### config.mk
export PLATFORM = sky130hd
export DESIGN_NAME = smrc_top
export DESIGN_NICKNAME = d
export VERILOG_FILES = /design/src/logic/smrc_sync3.v /design/src/logic/smrc_top.v
export VERILOG_INCLUDE_DIRS = /design/src /design/src/logic
export SDC_FILE = /design/constraint.sdc
export NUM_CORES = 1
export LEC_CHECK = 0
export ABC_AREA = 1
export ABC_CLOCK_PERIOD_IN_PS = 4900
export BUFFER_PORTS_ARGS = -buffer_cell sky130_fd_sc_hd__buf_2
export CAP_MARGIN = 20
export CORE_ASPECT_RATIO = 0.75
export CORE_MARGIN = 2
export CORE_UTILIZATION = 45
export CTS_BUF_LIST = sky130_fd_sc_hd__clkbuf_16
export DETAILED_ROUTE_END_ITERATION = 12
export PLACE_DENSITY = 0.69
export SYNTH_ARGS = -nofsm -noshare
export SYNTH_HDL_FRONTEND = slang
export SYNTH_SLANG_ARGS = --single-unit
### constraint.sdc
create_clock -name core_clk -period 4.9 [get_ports core_clk]
set_input_delay 0.735 -clock core_clk [delete_from_list [all_inputs] [get_ports core_clk]]
set_output_delay 0.735 -clock core_clk [all_outputs]
set_load 0.01 [all_outputs]
### src/logic/smrc_defines.vh
// constants for the stop-mode recovery control block
`ifndef SMRC_DEFINES_VH
`define SMRC_DEFINES_VH
// register offset and field positions
`define SMRC_REG_ADDR      8'h0b
`define SMRC_BIT_PRESCALE  0
`define SMRC_SRC_LO        2
`define SMRC_SRC_HI        4
`define SMRC_BIT_DELAY     5
`define SMRC_BIT_POL       6
`define SMRC_BIT_WARM      7
// reset values of write-only fields
`define SMRC_RST_PRESCALE  1'h0
`define SMRC_RST_SRC       3'h0
`define SMRC_RST_DELAY     1'h1
`define SMRC_RST_POL       1'h0
// wake source codes
`define SMRC_SRC_NONE      3'h0
`define SMRC_SRC_RSVD      3'h1
`define SMRC_SRC_P3L1      3'h2
`define SMRC_SRC_P3L2      3'h3
`define SMRC_SRC_P3L3      3'h4
`define SMRC_SRC_P2L7      3'h5
`define SMRC_SRC_NOR4      3'h6
`define SMRC_SRC_NOR8      3'h7
// timing
`define SMRC_PRESCALE_DIV  16
`define SMRC_FAST_MIN_CLKS 5
`define SMRC_POR_DLY_CLKS  1024
`endif

### src/logic/smrc_sync3.v
// three-flop input synchroniser, change accepted when stages two and three agree
`timescale 1ns/1ps
module smrc_sync3 #(
    parameter WIDTH = 8
) (
    // clock and reset
    input  wire             core_clk,
    input  wire             rst_n,
    // raw and filtered levels
    input  wire [WIDTH-1:0] async_in,
    output reg  [WIDTH-1:0] sync_out
);
    reg [WIDTH-1:0] s1_r;  // first stage, read only by s2
    reg [WIDTH-1:0] s2_r;  // second stage
    reg [WIDTH-1:0] s3_r;  // third stage

    // ****************
    // shift chain
    // ****************
    // per bit: output moves only when s2 and s3 agree
    genvar i;
    generate
        for (i = 0; i < WIDTH; i = i + 1) begin : g_bit
            always @(posedge core_clk or negedge rst_n) begin
                if (!rst_n) begin
                    s1_r[i]     <= 1'b0;
                    s2_r[i]     <= 1'b0;
                    s3_r[i]     <= 1'b0;
                    sync_out[i] <= 1'b0;
                end else begin
                    s1_r[i] <= async_in[i];
                    s2_r[i] <= s1_r[i];
                    s3_r[i] <= s2_r[i];
                    if (s2_r[i] == s3_r[i]) begin
                        sync_out[i] <= s3_r[i];
                    end
                end
            end
        end
    endgenerate
endmodule

### src/logic/smrc_top.v
// stop-mode recovery control with port 2 wake gating
//
// What this block does
// - bit 0 selects divide-by-16 of core and timer clocks
// - stop recovery clears the prescaler select bit
// - bits 4..2 choose single-pin wake source
// - codes 110/111 wake on NOR of port 2 lines 3..0 / all eight lines
// - port 2 outputs force wake gate default
// - bit 5 low skips power-on delay after wake
// - bit 6 picks wake level, resets to 0
// - bit 7 reads 1 after stop recovery
// - port 2 offers eight-input OR and AND
// - port 2 lines individually in or out
// - one global push-pull/open-drain setting for outputs
// - bits 6..0 write-only, bit 7 read-only
`timescale 1ns/1ps
`include "smrc_defines.vh"
module smrc_top #(
    parameter POR_DLY_CLKS = `SMRC_POR_DLY_CLKS  // wake delay in cycles
) (
    // clock and reset
    input  wire       core_clk,
    input  wire       rst_n,
    // register port
    input  wire [7:0] reg_addr,
    input  wire       reg_wr,
    input  wire       reg_rd,
    input  wire [7:0] reg_wdata,
    output reg  [7:0] reg_rdata,
    // core state
    input  wire       stop_enter,
    output reg        stop_mode,
    output reg        wake_req,
    output reg        core_run,
    // clock enables
    output reg        sys_clk_en,
    output reg        timer_irq_clock_en,
    // port 2 control
    input  wire [7:0] port2_dir,
    input  wire       port2_open_drain,
    input  wire [7:0] port2_out_data,
    // port 2 pins
    input  wire [7:0] port2_pin_in,
    output reg  [7:0] port2_pin_out,
    output reg  [7:0] port2_pin_oe,
    output reg        port2_and,
    output reg        port2_or,
    // port 3 wake pins
    input  wire [2:0] port3_pin_in
);
    // ****************
    // declarations
    // ****************
    localparam ST_RUN   = 3'h1;  // normal execution
    localparam ST_STOP  = 3'h2;  // clocks stopped, waiting for wake
    localparam ST_DELAY = 3'h4;  // power-on delay after wake

    reg        prescale_r;       // divide-by-16 select
    reg  [2:0] src_r;            // wake source code
    reg        delay_en_r;       // power-on delay enable
    reg        pol_r;            // wake level polarity
    reg        warm_r;           // warm start flag
    reg  [2:0] state_r;          // recovery state
    reg  [2:0] state_nxt;
    reg  [3:0] div_r;            // prescaler counter
    reg [15:0] dly_r;            // wake delay counter
    wire [7:0] p2_s;             // synchronised port 2
    wire [2:0] p3_s;             // synchronised port 3
    reg  [7:0] p2_gate;          // wake gate inputs
    reg        src_lvl;          // selected source level
    wire       wake_hit;         // source matches polarity
    wire       wr_hit;

    // ****************
    // pin synchronisers
    // ****************
    smrc_sync3 #(.WIDTH(8)) u_sync_p2 (
        .core_clk (core_clk),
        .rst_n    (rst_n),
        .async_in (port2_pin_in),
        .sync_out (p2_s)
    );
    smrc_sync3 #(.WIDTH(3)) u_sync_p3 (
        .core_clk (core_clk),
        .rst_n    (rst_n),
        .async_in (port3_pin_in),
        .sync_out (p3_s)
    );

    // ****************
    // wake gating
    // ****************
    // output lines read as 0 so the NOR ignores them
    always @* begin
        p2_gate = p2_s & ~port2_dir;
        case (src_r)
            `SMRC_SRC_P3L1: src_lvl = p3_s[0];
            `SMRC_SRC_P3L2: src_lvl = p3_s[1];
            `SMRC_SRC_P3L3: src_lvl = p3_s[2];
            `SMRC_SRC_P2L7: src_lvl = p2_gate[7];
            `SMRC_SRC_NOR4: src_lvl = ~(|p2_gate[3:0]);
            `SMRC_SRC_NOR8: src_lvl = ~(|p2_gate);
            default:        src_lvl = ~pol_r;  // no pin source, never wakes
        endcase
    end
    // nor is high only when every input line it covers is low; outputs never block it

    // match chosen level, only in stop mode
    assign wake_hit = (state_r == ST_STOP) && (src_lvl == pol_r);

    // eight-input gates; outputs read 1 into the AND, 0 into the OR
    always @* begin
        port2_and = &(p2_s | port2_dir);
        port2_or  = |p2_gate;
    end

    // ****************
    // port 2 drive
    // ****************
    // open drain drives only low; a high releases the pin
    always @* begin
        port2_pin_out = port2_out_data & {8{~port2_open_drain}};
        port2_pin_oe  = port2_dir &
                        (port2_open_drain ? ~port2_out_data : 8'hff);
    end

    // ****************
    // recovery sequence
    // ****************
    always @* begin
        state_nxt = state_r;
        case (state_r)
            ST_RUN:   if (stop_enter) begin
                state_nxt = ST_STOP;
            end
            ST_STOP:  if (wake_hit) begin
                state_nxt = delay_en_r ? ST_DELAY : ST_RUN;
            end
            ST_DELAY: if (dly_r == 16'h0001) begin
                state_nxt = ST_RUN;
            end
            default:  state_nxt = ST_RUN;
        endcase
    end

    // fast wake relies on the source staying active through sync
    always @(posedge core_clk or negedge rst_n) begin
        if (!rst_n) begin
            state_r  <= ST_RUN;
            dly_r    <= 16'h0000;
            wake_req <= 1'b0;
        end else begin
            state_r  <= state_nxt;
            wake_req <= wake_hit;
            if (wake_hit) begin
                dly_r <= POR_DLY_CLKS[15:0];
            end else if (dly_r != 16'h0000) begin
                dly_r <= dly_r - 16'h0001;
            end
        end
    end

    always @* begin
        stop_mode = (state_r == ST_STOP);
        core_run  = (state_r == ST_RUN);
    end

    // ****************
    // register
    // ****************
    assign wr_hit = reg_wr && (reg_addr == `SMRC_REG_ADDR);

    // recovery clears prescale; polarity survives stop recovery
    always @(posedge core_clk or negedge rst_n) begin
        if (!rst_n) begin
            prescale_r <= `SMRC_RST_PRESCALE;
            src_r      <= `SMRC_RST_SRC;
            delay_en_r <= `SMRC_RST_DELAY;
            pol_r      <= `SMRC_RST_POL;
            warm_r     <= 1'b0;
        end else begin
            if (wr_hit) begin
                prescale_r <= reg_wdata[`SMRC_BIT_PRESCALE];
                src_r      <= reg_wdata[`SMRC_SRC_HI:`SMRC_SRC_LO];
                delay_en_r <= reg_wdata[`SMRC_BIT_DELAY];
                pol_r      <= reg_wdata[`SMRC_BIT_POL];
            end
            // recovery wins over a same-cycle write
            if (wake_hit) begin
                prescale_r <= 1'b0;
                warm_r     <= 1'b1;
            end
        end
    end

    // only bit 7 is readable; write-only bits read 0
    always @(posedge core_clk or negedge rst_n) begin
        if (!rst_n) begin
            reg_rdata <= 8'h00;
        end else if (reg_rd && reg_addr == `SMRC_REG_ADDR) begin
            reg_rdata <= {warm_r, 7'h00};
        end else begin
            reg_rdata <= 8'h00;
        end
    end

    // ****************
    // prescaler
    // ****************
    // one enable in 16 when divided; clocks stay gated in stop
    always @(posedge core_clk or negedge rst_n) begin
        if (!rst_n) begin
            div_r              <= 4'h0;
            sys_clk_en         <= 1'b0;
            timer_irq_clock_en <= 1'b0;
        end else begin
            div_r              <= div_r + 4'h1;
            sys_clk_en         <= core_run &&
                                  (!prescale_r || div_r == 4'hf);
            timer_irq_clock_en <= (state_r != ST_STOP) &&
                                  (!prescale_r || div_r == 4'hf);
        end
    end
endmodule

======== Word level (Yosys, flattened, before mapping) ========
Cells that the tools add are included.
storage, ports and cells
  register bits after elaboration ......... 85
  bits in latches ......................... 0
  bits in writable memories ............... 0
  bits in read-only memories .............. 0
  output and inout bits ................... 31
  logic and storage cells ................. 122
  memories kept ........................... 0
cells by class
  $add $sub $neg .......................... 2
  multiply operators ...................... 0
  divide/modulo/power cells ............... 0
  $lt $le $gt $ge ......................... 0
  equal/unequal tests ..................... 28
  shifts and indexed selects .............. 0
  muxes and demuxes ....................... 12
  bitwise gates (word level) .............. 10
  reduce and logical (&&, ||, !) cells .... 14
operators by type and width
  kind                                                   count
  2-to-1 mux 16 bit                                      2
  AND 8 bit                                              3
  equality test 16 x 1 -> 1 bit (second input constant)  1
  2-to-1 mux 8 bit                                       2
  inverter 8 bit                                         2
  nonzero test 16 bit                                    1
  subtractor 16 x 1 -> 16 bit (second input constant)    1
  equality test 3 bit (second input constant)            5
  equality test 1 bit                                    12
  2-to-1 mux 3 bit                                       4
  equality test 3 x 2 -> 1 bit (second input constant)   3
  one-hot mux 3 bit (3 select lines)                     1
  equality test 8 x 4 -> 1 bit (second input constant)   1
  bitwise OR 8 bit                                       1
  AND reduction 8 bit                                    1
  OR reduction 8 bit                                     1
  one-hot mux 1 bit (6 select lines)                     1
  logical AND 1 bit                                      5
  adder 4 x 1 -> 4 bit (second input constant)           1
  equality test 4 bit (second input constant)            1
  != test 2 bit (second input constant)                  2
  inverter 1 bit                                         4
  nonzero test 2 bit                                     2
  OR reduction 4 bit                                     1
  7 further kinds                                        8

======== Logic depth before layout (Yosys ltp) ========
  depth in word-level cells ............... 9
  depth in mapped cells ................... 12
  mapped depth without buffers ............ 12

======== Hierarchy ========
From an unflattened synthesis, not the netlist that was laid out.
second synthesis, totals
  cell total of the unflattened synthesis .. 352
  area, all modules ....................... 3330.7 um^2
by module, submodules not included
  module                   times used  cells each  area each (um^2)
  smrc_top                 1           264         2050.7
  smrc_sync3 at u_sync_p2  1           64          930.9
  smrc_sync3 at u_sync_p3  1           24          349.1

======== Worst setup path after synthesis ========
OpenSTA, ideal clock, no wires.
  kind .................................... input to output
  from .................................... input port2_open_drain
  to ...................................... output port2_pin_oe[4]
  data arrival time ....................... 1.363 ns
  slack ................................... 2.802 ns
  cell stages on the path ................. 3
  cells stage by stage .................... clkbuf_1 > clkbuf_1 > a21oi_1
between the ends
  cells in the longest elaborated chain, start to end .. 2
ends and longest elaborated chain
  item                RTL line        source
  start: declaration  smrc_top.v:40   input wire port2_open_drain,
  2-to-1 mux 8 bit    smrc_top.v:124  (port2_open_drain ? ~port2_out_data : 8'hff);
  AND 8 bit           smrc_top.v:123  port2_pin_oe = port2_dir &
  end: declaration    smrc_top.v:45   output reg [7:0] port2_pin_oe,
Every way passes these cells.

======== Final worst setup path ========
  from .................................... input port2_dir[7]
  to ...................................... output port2_or
between the ends
  cells in the longest elaborated chain, start to end .. 3
ends and longest elaborated chain
  item                RTL line        source
  start: declaration  smrc_top.v:39   input wire [7:0] port2_dir,
  inverter 8 bit      smrc_top.v:95   p2_gate = p2_s & ~port2_dir;
  AND 8 bit           smrc_top.v:95
  OR reduction 8 bit  smrc_top.v:114  port2_or = |p2_gate;
  end: declaration    smrc_top.v:47   output reg port2_or,
Every way passes these cells.

==> results.toml <==
[logic_synthesis]
synthTopCellsByCount = "76 x dfrtp_1, 49 x nor2_1, 44 x nand2_1"
synth_ff_type = "dfrtp_1"
synth.area.top_cells = "dfrtp_1 58%, nor2_1 5.7%, nand2_1 5.1%, inv_1 4.7%, maj3_1 3.4%"
synth_top_family_by_area = "simple AND/OR/NAND/NOR gates"
synthAdderAreaFrac_pct = 4.54
synth_simple_gate_area_share_pct = 20.0
yosysUniqueCellTypes = 39
synthMuxAreaShare_pct = 0
async_flop_share_pct = 100
yosysTopAreaCell = "dfrtp_1"
yosysTopAreaCellShare_pct = 58.5
synth_compound_area_share_pct = 5.27
synth-xor-area-share_pct = 2.69
syn_avg_cell_area_um2 = 10.1
synthCells = 321
ys_ff_latch = 78
synth_area_um2 = 3250
synth_edf_count = 0
ys.warnings.count = 0
seq_area_frac_synth_pct = 60.1
post-synth-top-count-cell = "dfrtp_1"

[cells_and_area]
antenna_cells = 0
layout.nets = 449
areaGrowthSynthToFinish_pct = 21.8
layout-drive-gt1-share_pct = 25.9

[job]
maxCapViolations = 0

[worst_setup_path]
start_kind = "primary input"
path_class = "in -> out"
r2r-end = "dly_r[14]"
cp_max_fo = 2
timing.rr.start = "dly_r[0]"
reg2reg_slack_ns = 3.08
arrival_ns = 1.41
r2r_cells = 10
end_kind = "output port"
cp.required_ns = 4.16

[routing]
vias = 2270
avgViaCountPerCell = 4.54
first_pass_iters = 4
first_iter_violations = 119
ant_nets = 0
wl_um = 5830
drc_errors = 0
avgRoutedWirePerCell_um = 11.7

[place]
post-dp-hpwl_um = 4210
place.gp.congestion = 0.863
io_buffers = 70

[sta]
finalHoldViolCount = 0
post-route-min-period_ns = 2.15
fin_worst_skew_ns = 0.00737
slew_viol_final = 0
setup-violations-final = 0
max-slew-margin-rel_pct = 38.0
worst_slew_pin_slew_ns = 0.930
rsz0062_at_grt = "false"
fin_tns_setup_ns = 0
fmax_ghz = 0.465
whs_ns = 0.346
fin_crit_sh_pct = 43.9

[clocking]
ctsHtreeMaxLevel = 3
postCtsHoldBufs = 0
post_cts_buffers = 0
clk_pin_slew_ns = 0.06
cts_num_sinks = 78
cts.path.max_buffers = 2
ctsResizeCount = 0
clkLatencyLatePin_ns = 0.33
cts_tree = "built"
clock-root-buffer = "clkbuf_16"
numCtsBuffers = 9

[worst_hold_path]
hp-start = "u_sync_p2.s1_r[2]"
holdCritPathClass = "reg -> reg"
min_path_cells = 0
worst_hold_path.endpoint = "u_sync_p2.s2_r[2]"

[global_routing]
use_met1_pct = 21.5
antenna_found_initial = 0
grt-busiest-layer = "met2"
use_met2_pct = 26.9
grt_pass1_wl_um = 10300
grt_usage_pct = 17.0
grt_use_met3_pct = 5.86
grt_pass1_vias = 2263
grt_max_degree = 79
grt_overflow = 0

[die]
start_util_pct = 47.2
die_w_um = 102
fp-row-count = 26
die_y_um = 77.6
fp.coreArea_um2 = 6900
die_area_um2 = 7930
ioPinCount = 80

[power_and_ir_drop]
p_leak_nw = 2.00
power_density_nw_per_um2 = 475
peakVddDrop_v = 0.000248

[outcome]
status = "completed"
[layout make-up]
type	instances	area (µm²)
fill	613	2940
sequential	78	1950
multi-input combinational	195	1080
timing repair buffer	70	353
clock buffer	9	225
inverter	43	161
tap	98	123
clock inverter	7	61.3
[through the flow]
step / worst slack, ns / total power, mW / cells / cell area, µm² / util (%)
finish: 2.75 / 1.88 / 500 / 3960 / 57.4
global route: 2.68 / 2.01 / 500 / 3960 / 57.4
CTS: 2.77 / 1.91 / 500 / 3960 / 57.4
detailed placement: 2.56 / 1.27 / 484 / 3670 / 53.3
global placement: 2.62 / 1.25 / 484 / 3670 / 53.3
floorplan: 2.80 / 1.15 / 327 / 3280 / -
[worst max path at each step]
stage,start,to,slack (ns)
after detailed placement,reg_addr[2],prescale_r,2.56
after CTS,port2_dir[7],port2_or,2.77
after global placement,reg_addr[2],prescale_r,2.62
after global routing,state_r[0],core_run,2.68
after floorplan,port2_open_drain,port2_pin_oe[4],2.80
final,port2_dir[7],port2_or,2.75
[per-layer routing]
layer	part of all wire (%)	routed length (µm)	up-vias
met3	3.7	218	8
li1	-	-	1165
met1	48	2790	1053
met5	0	0	-
met2	47	2750	44
met4	1.1	65	0
[flip-flops by register name, indices dropped and copies added, names as in the netlist]
| signal | cells |
|---|---|
| wake_req | 1 |
| u_sync_p2.s2_r | 8 |
| src_r | 3 |
| sys_clk_en | 1 |
| pol_r | 1 |
| state_r | 3 |
| reg_rdata | 1 |
| u_sync_p2.s3_r | 8 |
| prescale_r | 1 |
| dly_r | 16 |
| div_r | 4 |
| u_sync_p3.s1_r | 3 |
| u_sync_p3.s3_r | 3 |
| u_sync_p2.s1_r | 8 |
| timer_irq_clock_en | 1 |
| u_sync_p3.sync_out | 3 |
| u_sync_p3.s2_r | 3 |
| delay_en_r | 1 |
| u_sync_p2.sync_out | 8 |
| warm_r | 1 |
[cell usage in the layout, fill, tap and decap left out, types with 2 or more instances in the layout]
cell type	instances
xor2_1	5
nor2_2	2
xnor2_1	5
nand3_1	8
dfstp_2	2
nor2_4	4
nand3_2	2
nand4_1	7
nor2_1	49
or2_1	2
conb_1	7
buf_2	69
maj3_1	11
dfrtp_1	76
o22ai_1	4
clkbuf_16	9
inv_6	3
nor3_1	6
inv_1	41
o21ai_0	8
ha_1	3
inv_2	2
nand2_1	44
clkinvlp_4	2
a21oi_1	14
[cells by family after synthesis]
kind of cell,count (synthesis)
flip-flops,78
AO/OA/AOI/OAI,31
XOR/XNOR,10
other,1
adder cells (fa/ha/maj),14
AND/OR/NAND/NOR,133
buffers and inverters,54
[critical path: stages]
cell and delay [ns]:
buf_2 0.08, inv_1 0.05, nand2_1 0.09, nand2_1 0.07, nor2_1 0.16, nand2_1 0.08
buf_2 0.14
[power breakdown]
group	leakage (nW)	internal [mW]	switching [mW]
registers	0.919	0.757	0.0876
clock network	0.135	0.352	0.269
logic	0.947	0.170	0.246
No activity file was read; power rests on OpenSTA's default activity.
